`src/hw/mtb_pkg.sv`:
```
// Package for the shared, conversion and periodic interrupt block
package mtb_pkg;
  // ==========================================================
  // Register byte addresses (APB, one aligned word each)
  localparam logic [7:0] ADDR_TBC = 8'h00;
  localparam logic [7:0] ADDR_FLAGS = 8'h04;
  localparam logic [7:0] ADDR_ENABLE = 8'h08;
  localparam logic [7:0] ADDR_GLOBAL = 8'h0C;
  // ==========================================================
  // Period control register fields
  localparam int TBC_ON_BIT = 7;
  localparam int TBC_CLK_BIT = 6;
  localparam int TBC_P1_LSB = 4;
  localparam int TBC_LP_BIT = 3;
  localparam int TBC_P0_LSB = 0;
  localparam logic [7:0] TBC_RESET = 8'h37;
  // ==========================================================
  // Flag / enable layout (also the vector number, 0 = highest priority)
  localparam int NVEC = 6;
  localparam logic [2:0] VEC_MF0 = 3'h0;
  localparam logic [2:0] VEC_MF1 = 3'h1;
  localparam logic [2:0] VEC_MF2 = 3'h2;
  localparam logic [2:0] VEC_AD = 3'h3;
  localparam logic [2:0] VEC_TB0 = 3'h4;
  localparam logic [2:0] VEC_TB1 = 3'h5;
  localparam logic [NVEC-1:0] FLAGS_RESET = 6'h00;
  localparam logic [NVEC-1:0] ENABLE_RESET = 6'h00;
  localparam logic GLOBAL_RESET = 1'b0;
  // ==========================================================
  // Period divider
  localparam int TB_CNT_W = 15;
  localparam logic [15:0] TB0_BASE = 16'h0100;
  localparam logic [15:0] TB1_BASE = 16'h1000;
  localparam logic [1:0] SYS_DIV_LAST = 2'h3;
  localparam int MF_SRC_W = 8;
  // ==========================================================
  // Peripheral request flags grouped per shared interrupt
  typedef struct packed {
    logic [MF_SRC_W-1:0] g2;
    logic [MF_SRC_W-1:0] g1;
    logic [MF_SRC_W-1:0] g0;
  } mtb_src_t;
  // Vector request towards the core
  typedef struct packed {
    logic valid;
    logic [2:0] id;
  } mtb_vec_t;
endpackage

```
`src/hw/mtb_irq.sv`:
```
// Shared, conversion and periodic interrupt controller with APB registers
//
// Local design decisions: register access over APB and the address map.
`timescale 1ns/1ns
module mtb_irq (
  // Clock and reset
  input wire logic mclk,
  input wire logic rstn,
  // APB slave
  input wire logic psel,
  input wire logic penable,
  input wire logic pwrite,
  input wire logic [7:0] paddr,
  input wire logic [31:0] pwdata,
  output logic [31:0] prdata,
  output logic pready,
  output logic pslverr,
  // Event sources
  input wire mtb_pkg::mtb_src_t src_flags,
  input wire logic conversion_done,
  input wire logic dedicated_period_clock,
  // Core vectoring
  input wire logic stack_full,
  input wire logic vec_ack,
  input wire logic return_from_irq_instr,
  output mtb_pkg::mtb_vec_t vec_req,
  // Status outputs
  output logic irq,
  output logic wake,
  output logic slow_crystal_low_power
);
  import mtb_pkg::*;

  logic [7:0] tbc_q;
  logic [NVEC-1:0] flags_q;
  logic [NVEC-1:0] flags_d;
  logic [NVEC-1:0] enable_q;
  logic global_irq_enable_q;
  logic wake_q;
  logic [31:0] prdata_q;
  logic [MF_SRC_W-1:0] prev_g0_q;
  logic [MF_SRC_W-1:0] prev_g1_q;
  logic [MF_SRC_W-1:0] prev_g2_q;
  logic [2:0] pclk_sync_q;
  logic pclk_level_q;
  logic [1:0] sys_div_q;
  logic [TB_CNT_W-1:0] cnt_q;
  logic sys_tick;
  logic ext_tick;
  logic tb_tick;
  logic [TB_CNT_W-1:0] mask0;
  logic [TB_CNT_W-1:0] mask1;
  logic tb0_ovf;
  logic tb1_ovf;
  logic [NVEC-1:0] set_ev;
  logic [NVEC-1:0] sw_clr;
  logic [NVEC-1:0] hw_clr;
  logic [NVEC-1:0] pending;
  logic take;
  logic wr;
  logic rd;
  logic addr_ok;
  logic period_dividers_on;
  logic period_clock_select;
  logic [1:0] period1_length_select;
  logic [2:0] period0_length_select;

  assign period_dividers_on = tbc_q[TBC_ON_BIT];
  assign period_clock_select = tbc_q[TBC_CLK_BIT];
  assign period1_length_select = tbc_q[TBC_P1_LSB +: 2];
  assign period0_length_select = tbc_q[TBC_P0_LSB +: 3];

  // ==========================================================
  // APB slave: zero wait states, error on unmapped address
  assign wr = psel & penable & pwrite;
  assign rd = psel & penable & ~pwrite;
  assign pready = 1'b1;
  assign prdata = prdata_q;

  always_comb begin
    if (paddr == ADDR_TBC) begin
      addr_ok = 1'b1;
    end else if (paddr == ADDR_FLAGS) begin
      addr_ok = 1'b1;
    end else if (paddr == ADDR_ENABLE) begin
      addr_ok = 1'b1;
    end else if (paddr == ADDR_GLOBAL) begin
      addr_ok = 1'b1;
    end else begin
      addr_ok = 1'b0;
    end
  end

  assign pslverr = psel & penable & ~addr_ok;

  // Read data is registered in the setup cycle so it is stable in access
  always_ff @(posedge mclk or negedge rstn) begin
    if (!rstn) begin
      prdata_q <= 32'h0000_0000;
    end else if (psel & ~penable & ~pwrite) begin
      if (paddr == ADDR_TBC) begin
        prdata_q <= {24'h00_0000, tbc_q};
      end else if (paddr == ADDR_FLAGS) begin
        prdata_q <= {26'h000_0000, flags_q};
      end else if (paddr == ADDR_ENABLE) begin
        prdata_q <= {26'h000_0000, enable_q};
      end else if (paddr == ADDR_GLOBAL) begin
        prdata_q <= {31'h0000_0000, global_irq_enable_q};
      end else begin
        prdata_q <= 32'h0000_0000;
      end
    end
  end

  // ==========================================================
  // Control registers
  always_ff @(posedge mclk or negedge rstn) begin
    if (!rstn) begin
      tbc_q <= TBC_RESET;
    end else if (wr && paddr == ADDR_TBC) begin
      tbc_q <= pwdata[7:0];
    end
  end

  assign slow_crystal_low_power = tbc_q[TBC_LP_BIT];

  always_ff @(posedge mclk or negedge rstn) begin
    if (!rstn) begin
      enable_q <= ENABLE_RESET;
    end else if (wr && paddr == ADDR_ENABLE) begin
      enable_q <= pwdata[NVEC-1:0];
    end
  end

  // Order matters: return-from-interrupt set is checked first and wins over the vector entry clear
  always_ff @(posedge mclk or negedge rstn) begin
    if (!rstn) begin
      global_irq_enable_q <= GLOBAL_RESET;
    end else if (return_from_irq_instr) begin
      global_irq_enable_q <= 1'b1;
    end else if (take) begin
      global_irq_enable_q <= 1'b0;
    end else if (wr && paddr == ADDR_GLOBAL) begin
      global_irq_enable_q <= pwdata[0];
    end
  end

  // ==========================================================
  // Shared interrupt grouping: a source bit rising sets the group flag.
  // Source flags are only observed, never written back; software owns them.
  always_ff @(posedge mclk or negedge rstn) begin
    if (!rstn) begin
      prev_g0_q <= '0;
      prev_g1_q <= '0;
      prev_g2_q <= '0;
    end else begin
      prev_g0_q <= src_flags.g0;
      prev_g1_q <= src_flags.g1;
      prev_g2_q <= src_flags.g2;
    end
  end

  // ==========================================================
  // Period divider: clock select, prescale and overflow taps
  always_ff @(posedge mclk or negedge rstn) begin
    if (!rstn) begin
      pclk_sync_q <= 3'h0;
    end else begin
      pclk_sync_q <= {pclk_sync_q[1:0], dedicated_period_clock};
    end
  end

  // Pin level is accepted only once stages two and three agree, so one
  // late sample cannot make a tick on its own
  always_ff @(posedge mclk or negedge rstn) begin
    if (!rstn) begin
      pclk_level_q <= 1'b0;
    end else if (pclk_sync_q[1] == pclk_sync_q[2]) begin
      pclk_level_q <= pclk_sync_q[2];
    end
  end

  assign ext_tick = pclk_sync_q[1] & pclk_sync_q[2] & ~pclk_level_q;

  always_ff @(posedge mclk or negedge rstn) begin
    if (!rstn) begin
      sys_div_q <= 2'h0;
    end else begin
      sys_div_q <= sys_div_q + 2'h1;
    end
  end

  assign sys_tick = (sys_div_q == SYS_DIV_LAST);
  assign tb_tick = period_clock_select ? sys_tick : ext_tick;

  // Counter is held at zero while off so each period restarts cleanly
  always_ff @(posedge mclk or negedge rstn) begin
    if (!rstn) begin
      cnt_q <= '0;
    end else if (!period_dividers_on) begin
      cnt_q <= '0;
    end else if (tb_tick) begin
      cnt_q <= cnt_q + 15'h0001;
    end
  end

  assign mask0 = TB_CNT_W'((TB0_BASE << period0_length_select) - 16'h0001);
  assign mask1 = TB_CNT_W'((TB1_BASE << period1_length_select) - 16'h0001);
  assign tb0_ovf = period_dividers_on & tb_tick & ((cnt_q & mask0) == mask0);
  assign tb1_ovf = period_dividers_on & tb_tick & ((cnt_q & mask1) == mask1);

  // ==========================================================
  // Request flags: set wins over any clear in the same cycle
  always_comb begin
    set_ev = '0;
    set_ev[VEC_MF0] = |(src_flags.g0 & ~prev_g0_q);
    set_ev[VEC_MF1] = |(src_flags.g1 & ~prev_g1_q);
    set_ev[VEC_MF2] = |(src_flags.g2 & ~prev_g2_q);
    set_ev[VEC_AD] = conversion_done;
    set_ev[VEC_TB0] = tb0_ovf;
    set_ev[VEC_TB1] = tb1_ovf;
  end

  assign sw_clr = (wr && paddr == ADDR_FLAGS) ? pwdata[NVEC-1:0] : '0;

  always_comb begin
    hw_clr = '0;
    if (take) begin
      hw_clr[vec_req.id] = 1'b1;
    end
  end

  assign flags_d = (flags_q & ~sw_clr & ~hw_clr) | set_ev;

  always_ff @(posedge mclk or negedge rstn) begin
    if (!rstn) begin
      flags_q <= FLAGS_RESET;
    end else begin
      flags_q <= flags_d;
    end
  end

  // Wake ignores the enables so a sleeping core sees every new request
  always_ff @(posedge mclk or negedge rstn) begin
    if (!rstn) begin
      wake_q <= 1'b0;
    end else begin
      wake_q <= |(flags_d & ~flags_q);
    end
  end

  assign wake = wake_q;
  assign irq = |(flags_q & enable_q);

  // ==========================================================
  // Vector selection: fixed priority, lowest number first
  assign pending = flags_q & enable_q;

  always_comb begin
    vec_req.valid = 1'b0;
    vec_req.id = 3'h0;
    if (global_irq_enable_q && !stack_full) begin
      for (int i = NVEC - 1; i >= 0; i--) begin
        if (pending[i]) begin
          vec_req.valid = 1'b1;
          vec_req.id = 3'(i);
        end
      end
    end
  end

  assign take = vec_ack & vec_req.valid;
endmodule

```
`config.mk`:
```
export PLATFORM = sky130hd
export DESIGN_NAME = mtb_irq
export DESIGN_NICKNAME = d
export VERILOG_FILES = /design/src/hw/mtb_pkg.sv /design/src/hw/mtb_irq.sv
export SDC_FILE = /design/constraint.sdc
export NUM_CORES = 1
export LEC_CHECK = 0
export BUFFER_PORTS_ARGS = -buffer_cell sky130_fd_sc_hd__buf_2
export CORE_MARGIN = 8
export CORE_UTILIZATION = 49
export DETAILED_ROUTE_END_ITERATION = 12
export GPL_TIMING_DRIVEN = 0
export PLACE_DENSITY = 0.87
export RECOVER_POWER = 50
export SYNTH_ARGS = -nofsm -noshare
export SYNTH_HDL_FRONTEND = slang
export SYNTH_SLANG_ARGS = --single-unit
```
`constraint.sdc`:
```
create_clock -name mclk -period 5 [get_ports mclk]
set_clock_uncertainty 0.1 [all_clocks]
set_input_delay 0.5 -clock mclk [delete_from_list [all_inputs] [get_ports mclk]]
set_output_delay 0.5 -clock mclk [all_outputs]
set_load 0.02 [all_outputs]
```
==> flow_summary.json, run 1 <==
{
  "relSlewSlack_pct": 39.7,
  "antenna_cells": 0,
  "cts_tree": "done",
  "layout_common_cells": "dfrtp_1 (70), buf_2 (52), inv_1 (38), nor2_1 (31), nand2_1 (27)",
  "fin_crit_sh_pct": 44.9,
  "port_buffers": 65,
  "cts_buffer_depth": 2,
  "core_area_mm2": 0.00718,
  "grt_overflow": 0,
  "rr_endpoint": "wake",
  "holdBufCountCts": 0,
  "die_w_um": 101,
  "leakage_nw": 2.11,
  "die_height_um": 101,
  "fin_setup_tns_ps": 0,
  "synth-main-ff-cell": "dfrtp_1",
  "core.rowCount": 31,
  "grt_max_degree": 76,
  "drc": 0,
  "avgSynthCellArea_um2": 10.4,
  "cp.arrival_ps": 1640,
  "drtIter0Drc": 188,
  "antenna_found_initial": 2,
  "ant_nets": 0,
  "ctsResizeCount": 0,
  "crit_path_start_kind": "register",
  "stdcell_count": 547,
  "avgRoutedWirePerCell_um": 14.3,
  "gp_congestion": 0.934,
  "async_flop_share_pct": 100,
  "vias_per_cell": 4.99,
  "status": "finished clean",
  "drv_slew": 0,
  "drt_wl_total_um": 7820,
  "place_hpwl_um": 5890,
  "grt_setup_unrepaired": "no",
  "synth_warnings": 0,
  "reg2reg_slack_ps": 3190,
  "dp_slack_ps": 2790,
  "place_inst": 531,
  "synth-seq-cells": 75,
  "powerDensity_mw_per_mm2": 285,
  "cts-buffers-inserted": 9,
  "clk_latency_ps": 370,
  "grt_first_pass_wirelength_um": 12900,
  "crit_type": "reg -> out",
  "first_pass_iters": 5,
  "final_nets": 520,
  "io_pins": 115,
  "cpMaxStageDelayCell": "dfrtp_1",
  "final_common_cell": "dfrtp_1",
  "num_vias": 2730,
  "critPathLaunch": "flags_q[2]",
  "syn-cell-area_mm2": 0.00357,
  "max_cap_viol_count": 0,
  "reg2reg_depth": 6,
  "hold_path.class": "in -> reg",
  "cts.sinks": 75,
  "die-area_mm2": 0.0103,
  "fin_ws_ps": 2760,
  "start_util_pct": 49.8,
  "cp_max_fo": 5,
  "cts-root-buf": "clkbuf_8",
  "cts_setup_buffers": 0,
  "grt_pass1_vias": 2749,
  "cp.required_ps": 4400,
  "slowest_delay_ps": 440,
  "areaGrowthSynthToFinish_pct": 20.5,
  "cts.clk_slew.worst_paths_ps": 70,
  "synth_cell_types": 53,
  "grt.total_usage_pct": 16.3,
  "hp-start": "dedicated_period_clock",
  "vdd_drop_max_mv": 0.224,
  "htreeDepth": 3,
  "finalPower_mw": 1.23,
  "r2r_start": "pclk_sync_q[1]",
  "crit_chain": "a22oi_1, nand3_1, nor2_1, inv_1, buf_2",
  "fmax_mhz": 445,
  "netlist_instances": 344,
  "drive_gt1_share_pct": 28.1,
  "synth_edf_count": 0,
  "endpoint": "irq",
  "min_period_ps": 2240,
  "synth-seq-area-share_pct": 52.7,
  "worst_pin_slew_ps": 904,
  "end_kind": "output pin",
  "hold_viol": 0,
  "setup_viol": 0
}
## critical path, delay by kind of cell (launching register included)
| kind | cells | cell delay, ps |
|---|---|---|
| compound gates | 1 | 280 |
| flops | 1 | 440 |
| buf+inv | 2 | 220 |
| simple gates | 2 | 340 |
## kinds of logic (layout without fill, tap and decap cells)
group | Yosys count | count (layout) | share of synthesized area (%)
and+or+nand+nor | 101 | 101 | 14.5
other | 2 | 25 | 0.210
muxes | 22 | 22 | 7.04
xor gates and xnor gates | 11 | 11 | 2.70
DFF | 75 | 75 | 52.7
buffers and inverters | 70 | 151 | 10.3
AOI/OAI and AO/OA | 60 | 60 | 11.5
adders and majority gates | 3 | 3 | 1.05
## per-stage QoR
step	utilization, %	instance area [um2]	hold slack (ps)
floorplan	-	3660	104
global placement	57.2	4110	235
detailed placement	57.3	4110	242
CTS	60.2	4320	126
global route	60.0	4300	114
finish	60.0	4300	141
## cells in the mapped netlist, drive strengths merged (3+ instances only)
cell type / count / area, um2
and3: 3 / 18.8
a21o: 5 / 37.5
nand4: 5 / 31.3
buf: 28 / 209
o21ai: 16 / 80.1
xnor2: 10 / 87.6
nor4: 4 / 37.5
dfrtp: 70 / 1750
dfstp: 5 / 131
or3: 3 / 18.8
inv: 38 / 143
nand3: 6 / 30.0
clkbuf: 3 / 11.3
nor2: 31 / 116
ha: 3 / 37.5
o22ai: 12 / 75.1
a21oi: 9 / 45.0
or2: 3 / 18.8
a22oi: 4 / 30.0
mux2: 15 / 169
o211ai: 3 / 27.5
nor3: 7 / 40.0
mux2i: 6 / 60.1
nand2: 27 / 101
## how the worst min path moves through the flow
stage,slack (ps),depth (start not counted),endpoint
floorplan,100,0,cnt_q[0]
global placement,230,0,pclk_sync_q[1]
detailed placement,240,0,pclk_sync_q[1]
CTS,130,1,pclk_sync_q[0]
global route,110,1,pclk_sync_q[0]
finish,140,1,pclk_sync_q[0]
## cell type report
type / count / area, um2
plain buffers: 31 / 220
clock buffers: 11 / 151
clock inverters: 5 / 60.1
fillers: 587 / 2870
inverters: 39 / 146
multi-input cells: 222 / 1410
flip-flops and latches: 75 / 1880
well taps: 99 / 124
repair buffers: 65 / 310
## flip-flops by register name, indices dropped and copies added (netlist names)
register and count:
wake 1, cnt_q 15, pclk_sync_q 3, prev_g0_q 8, flags_q 6, tbc_q 8
prdata 8, prev_g2_q 8, sys_div_q 2, prev_g1_q 8, global_irq_enable_q 1, pclk_level_q 1
enable_q 6
## report_power, final
part | internal (mW) | total (mW) | switching (mW)
combinational | 0.0456 | 0.114 | 0.0680
sequential | 0.622 | 0.630 | 0.00827
clock | 0.259 | 0.483 | 0.224
## per-layer routing
layer	vias up	track usage [%]	part of all wire (%)
met4	4	5.04	2.0
met5	-	0	0.20
met2	100	26.2	49
li1	1326	-	-
met1	1281	18.2	39
met3	19	8.73	9.8
(Power assumes the default switching activity.)
==> inputs of run 2 (changes only) <==
--- a/config.mk
+++ b/config.mk
@@ -5,12 +5,13 @@
 export SDC_FILE = /design/constraint.sdc
 export NUM_CORES = 1
 export LEC_CHECK = 0
+export ABC_AREA = 1
 export BUFFER_PORTS_ARGS = -buffer_cell sky130_fd_sc_hd__buf_2
 export CORE_MARGIN = 8
 export CORE_UTILIZATION = 49
 export DETAILED_ROUTE_END_ITERATION = 12
 export GPL_TIMING_DRIVEN = 0
-export PLACE_DENSITY = 0.87
+export PLACE_DENSITY = 0.86
 export RECOVER_POWER = 50
 export SYNTH_ARGS = -nofsm -noshare
 export SYNTH_HDL_FRONTEND = slang
==> constraint.sdc (replaced) <==
create_clock -name mclk -period 2.19 [get_ports mclk]
set_clock_uncertainty 0.1 [all_clocks]
set_input_delay 0.219 -clock mclk [delete_from_list [all_inputs] [get_ports mclk]]
set_output_delay 0.219 -clock mclk [all_outputs]
set_load 0.02 [all_outputs]
==> flow_summary.json, run 2 <==
{
  "status": "finished clean",
  "syn-cell-area_mm2": 0.00398,
  "final_nets": 729,
  "cp.required_ps": 1870,
  "io_pins": 115,
  "ant_nets": 0,
  "synth_warnings": 0,
  "largest_reg_flops": 15,
  "synth-main-ff-cell": "dfrtp_1",
  "synth.area.mux_share_pct": 0,
  "async_flop_share_pct": 100,
  "synth_xor_area_share_pct": 0.220,
  "setup_viol": 0,
  "start_util_pct": 49.5,
  "netlist_instances": 524,
  "multi_input_area_mm2": 0.00161,
  "vdd_drop_max_mv": 0.376,
  "die_height_um": 106,
  "leakage_nw": 2.67,
  "reg2reg_slack_ps": 450,
  "cts.sinks": 75,
  "place_hpwl_um": 7190,
  "grt_pass1_vias": 3964,
  "rr_endpoint": "wake",
  "synthTopCellsByArea": "dfrtp_1 (44%), nand2_1 (17%), inv_1 (7.4%), nand3_1 (5.2%), buf_4 (5.1%)",
  "htreeDepth": 3,
  "grt_max_degree": 76,
  "cts.clk_slew.worst_paths_ps": 90,
  "num_vias": 3735,
  "core.rowCount": 33,
  "seqCellArea_mm2": 0.00188,
  "first_pass_iters": 6,
  "critPathLaunch": "flags_q[0]",
  "drt_wl_total_um": 10300,
  "vias_per_cell": 4.90,
  "fin_crit_sh_pct": 87.5,
  "synth_top_cell_by_area": "dfrtp_1",
  "final_common_cell": "nand2_1",
  "fmax_mhz": 522,
  "grt_first_pass_wirelength_um": 17700,
  "slowest_delay_ps": 460,
  "power_frac_seq_pct": 50.2,
  "antenna_found_initial": 0,
  "core_area_mm2": 0.00805,
  "antenna_cells": 0,
  "hold_path.class": "in -> reg",
  "end_kind": "output pin",
  "fin_ws_ps": 275,
  "synthAdderAreaFrac_pct": 0.943,
  "port_buffers": 65,
  "synth_edf_count": 0,
  "crit_chain": "nand2_1, nand2_1, inv_1, a21oi_1, buf_2",
  "grt_setup_unrepaired": "no",
  "fin_setup_tns_ps": 0,
  "synthTopCellsByCount": "nand2_1 (180), inv_1 (78), dfrtp_1 (70)",
  "die-area_mm2": 0.0113,
  "avgSynthCellArea_um2": 7.60,
  "die_w_um": 106,
  "cp_max_fo": 5,
  "drc": 0,
  "synth-seq-cells": 75,
  "drtIter0Drc": 244,
  "avgRoutedWirePerCell_um": 13.5,
  "powerDensity_mw_per_mm2": 622,
  "nFillCells": 715,
  "worst_pin_slew_ps": 982,
  "stdcell_count": 762,
  "synth-seq-area-share_pct": 47.3,
  "place_inst": 717,
  "min_period_ps": 1920,
  "gp_congestion": 0.864,
  "synth_most_common_cell": "nand2_1",
  "cp.arrival_ps": 1600,
  "areaGrowthSynthToFinish_pct": 23.7,
  "endpoint": "vec_req[3]",
  "dp_slack_ps": 568,
  "clk_latency_ps": 350,
  "internal_power_mw": 2.19,
  "synth_top_area_share_pct": 44.0,
  "relSlewSlack_pct": 34.5,
  "synth_cell_types": 30,
  "worst-path-stages": 5,
  "drv_slew": 0,
  "crit_top_cell": "nand2_1",
  "cpMaxStageDelayCell": "dfrtp_1",
  "cp_num_buf_inv": 2,
  "crit_type": "reg -> out",
  "synth-compound-area-share_pct": 6.16,
  "p_switching_mw": 0.876,
  "grt_overflow": 0,
  "critical_path.top_delay_family": "flip-flops",
  "max_cap_viol_count": 0,
  "crit_path_start_kind": "register",
  "p_sw_share_pct": 28.6,
  "power.share.clock_pct": 35.8,
  "cts_tree": "done",
  "cts-buffers-inserted": 9,
  "reg2reg_depth": 7,
  "yosys.area_share.simple_pct": 31.9,
  "hold_viol": 0,
  "synth_top_family_by_area": "simple AND/OR/NAND/NOR gates",
  "finalPower_mw": 3.06,
  "layout_common_cells": "nand2_1 (181), inv_1 (78), dfrtp_1 (70), nand3_1 (42), nor2_1 (36)",
  "cts_buffer_depth": 2,
  "r2r_start": "cnt_q[0]",
  "largest_register": "cnt_q",
  "drive_gt1_share_pct": 16.0,
  "grt.total_usage_pct": 19.1,
  "cts-root-buf": "clkbuf_8",
  "p_comb_share_pct": 14.0
}
==> run 2: cell count changes after synthesis, moves of 7 or more <==
cell	previous run	this run
nand3_1	6	41
nand2_1	27	180
xnor2_1	10	0
o21ai_2	0	9
inv_1	38	78
mux2_2	15	0
o22ai_1	12	0
nand4_1	5	16
o21ai_0	16	9
==> run 2: metal layers <==
metal | track usage [%] | share of wire [%]
met4 | 7.94 | 2.4
met2 | 34.2 | 50
met1 | 20.1 | 39
met5 | 0 | 0
met3 | 6.53 | 8.7
==> run 2: per-stage QoR <==
step | util (%) | area, um2 | hold slack, ps
final | 61.2 | 4920 | 5.67
after global routing | 61.2 | 4920 | 16.6
after CTS | 62.4 | 5020 | 6.14
after detailed placement | 56.2 | 4530 | 232
after global placement | 56.2 | 4530 | 231
after floorplan | - | 4070 | -177
==> run 2: kinds of logic (layout without fill, tap and decap cells) <==
family	after synthesis	in the layout
buf+inv	112	222
compound gates	39	39
simple gates	292	292
xor+xnor	1	1
fa+ha+maj	3	3
other cells	2	25
flops	75	75
==> run 2: power groups by stage <==
stage,logic [mW],registers (mW),clock network (mW)
after floorplan,0.261,1.54,0
after global placement,0.376,1.55,0
after detailed placement,0.391,1.56,0
after CTS,0.433,1.53,1.10
after global routing,0.481,1.55,1.18
final,0.430,1.54,1.10
==> run 2: final cells by class <==
cell class / instances / area share [%]
repair buffers: 94 / 11.8
clock buffers: 10 / 2.79
well taps: 105 / 2.67
plain buffers: 30 / 4.27
clock inverters: 6 / 1.32
multi-input cells: 360 / 32.7
flip-flops and latches: 75 / 38.2
inverters: 82 / 6.25
==> run 2: how the worst min path moves through the flow <==
stage	startpoint	to	cells past startpoint	slack, ps
finish	pwdata[7]	tbc_q[7]	3	6
detailed placement	dedicated_period_clock	pclk_sync_q[0]	1	230
CTS	pwdata[7]	tbc_q[7]	3	6
global route	pwdata[7]	tbc_q[7]	3	20
floorplan	rstn	cnt_q[0]	0	-180
global placement	dedicated_period_clock	pclk_sync_q[0]	1	230
==> run 2: worst reg2reg max path: stages (launching register included) <==
cell	delay [ps]
dfrtp_1	430
ha_1	210
nand2_1	120
inv_1	80
nand3_1	150
nor2_1	300
nand4_1	130
nand3_1	140
==> run 2: repair_timing <==
action / in CTS / in global routing
buffers inserted: 0 / 0
gates resized for setup: 0 / 0
hold buffers: 29 / 0
endpoints found under the hold margin: 98 / 0
==> inputs of run 3 (changes only) <==
--- a/config.mk
+++ b/config.mk
@@ -8,10 +8,10 @@
 export ABC_AREA = 1
 export BUFFER_PORTS_ARGS = -buffer_cell sky130_fd_sc_hd__buf_2
 export CORE_MARGIN = 8
-export CORE_UTILIZATION = 49
+export CORE_UTILIZATION = 52
 export DETAILED_ROUTE_END_ITERATION = 12
 export GPL_TIMING_DRIVEN = 0
-export PLACE_DENSITY = 0.86
+export PLACE_DENSITY = 0.9
 export RECOVER_POWER = 50
 export SYNTH_ARGS = -nofsm -noshare
 export SYNTH_HDL_FRONTEND = slang
==> flow_summary.json, run 3 (synthesized netlist as in run 2, its figures left out) <==
{
  "grt_overflow": 0,
  "grt_setup_unrepaired": "no",
  "fmax_mhz": 533,
  "r2r_start": "pclk_sync_q[1]",
  "areaGrowthSynthToFinish_pct": 24.2,
  "crit_path_start_kind": "register",
  "status": "finished clean",
  "die-area_mm2": 0.0107,
  "fin_crit_sh_pct": 85.7,
  "core_area_mm2": 0.00757,
  "leakage_nw": 2.68,
  "min_period_ps": 1880,
  "io_pins": 115,
  "cts.sinks": 75,
  "first_pass_iters": 5,
  "largest_reg_flops": 15,
  "grt_max_degree": 76,
  "relSlewSlack_pct": 38.6,
  "final_nets": 730,
  "drc": 0,
  "end_kind": "output pin",
  "crit_type": "reg -> out",
  "critPathLaunch": "global_irq_enable_q",
  "crit_top_cell": "inv_1",
  "largest_register": "cnt_q",
  "core.rowCount": 32,
  "crit_chain": "inv_1, nor2_4, inv_1, a21oi_1, nand2_1, inv_1, buf_2",
  "cp.arrival_ps": 1560,
  "cp.required_ps": 1870,
  "cp_max_fo": 5,
  "layout_common_cells": "nand2_1 (182), inv_1 (78), dfrtp_1 (70), nand3_1 (41), nor2_1 (36)",
  "hold_depth": 3,
  "cts_buffer_depth": 2,
  "cts-root-buf": "clkbuf_8",
  "critical_path.top_delay_family": "buffers and inverters",
  "ctsResizeCount": 0,
  "cpMaxStageDelayCell": "dfrtp_1",
  "htreeDepth": 3,
  "avgRoutedWirePerCell_um": 13.7,
  "hp-start": "pwdata[4]",
  "drt_wl_total_um": 10400,
  "cp_num_buf_inv": 4,
  "powerDensity_mw_per_mm2": 620,
  "place_hpwl_um": 7320,
  "worst_pin_slew_ps": 921,
  "vias_per_cell": 4.93,
  "slowest_delay_ps": 350,
  "grt_first_pass_wirelength_um": 17700,
  "cts-buffers-inserted": 9,
  "worst-path-stages": 7,
  "cts_tree": "done",
  "hold_path.class": "in -> reg",
  "final_common_cell": "nand2_1",
  "multi_input_area_mm2": 0.00162,
  "hold_viol": 0,
  "holdWs_ps": 14.4,
  "drv_slew": 0,
  "fin_setup_tns_ps": 0,
  "clk_latency_ps": 350,
  "grt.total_usage_pct": 19.9,
  "stdcell_count": 760,
  "port_buffers": 65,
  "max_cap_viol_count": 0,
  "reg2reg_depth": 8,
  "place_inst": 714,
  "die_w_um": 104,
  "gp_congestion": 0.895,
  "start_util_pct": 52.6,
  "drive_gt1_share_pct": 16.3,
  "grt_pass1_vias": 3843,
  "num_vias": 3743,
  "cts.clk_slew.worst_paths_ps": 80,
  "setup_viol": 0,
  "die_height_um": 104,
  "ant_nets": 0,
  "seqCellArea_mm2": 0.00188,
  "drtIter0Drc": 296,
  "nFillCells": 616,
  "antenna_found_initial": 0,
  "antenna_cells": 0,
  "vdd_drop_max_mv": 0.448
}
[run 3: worst reg2reg max path, delay by kind of cell (launching register included)]
kind | cells | cell delay [ps]
AO/OA/AOI/OAI | 2 | 430
flip-flops | 1 | 360
adder cells (fa/ha/maj) | 1 | 160
AND/OR/NAND/NOR | 5 | 460
[run 3: per-layer routing]
metal	part of all wire, %	up-vias	track usage, %	wire [um]
li1	-	1832	-	-
met1	38	1717	21.1	3980
met2	51	163	35.6	5320
met3	7.6	31	6.07	795
met4	3.0	0	8.18	312
met5	0	-	0	0
[run 3: worst paths after layout]
| path | to | slack [ps] |
|---|---|---|
| min reg2reg | pclk_sync_q[1] | 270 |
| max in group asynchronous | pclk_sync_q[2] | 950 |
| min in group asynchronous | cnt_q[9] | 450 |
| max reg2reg | cnt_q[5] | 560 |
| min | tbc_q[4] | 10 |
| max | vec_req[0] | 310 |
[run 3: final cells by class]
class / count / area share (%)
Timing Repair Buffer: 95 / 11.9
Clock buffer: 10 / 2.78
Tap cell: 102 / 2.58
Inverter: 82 / 6.22
Sequential cell: 75 / 38.1
Clock inverter: 6 / 1.32
Multi-Input combinational cell: 360 / 32.8
Buffer: 30 / 4.28
[run 3: metrics by stage]
stage,power [mW],worst slack (ps),utilization (%),area (um2)
2_1_floorplan,1.81,738,-,4070
3_3_place_gp,1.93,416,59.8,4520
3_5_place_dp,1.96,570,59.8,4520
4_1_cts,3.07,320,66.3,5020
5_1_grt,3.20,177,65.4,4950
6_report,3.07,313,65.4,4950
[run 3: what timing repair did]
action,4_1_cts,5_1_grt
endpoints found under the hold margin,98,1
buffers inserted,0,0
hold buffers,29,1
[run 3: report_power, final]
group	switching (mW)	total [mW]	internal, mW
sequential	0.0759	1.54	1.47
combinational	0.267	0.435	0.168
clock	0.531	1.09	0.557
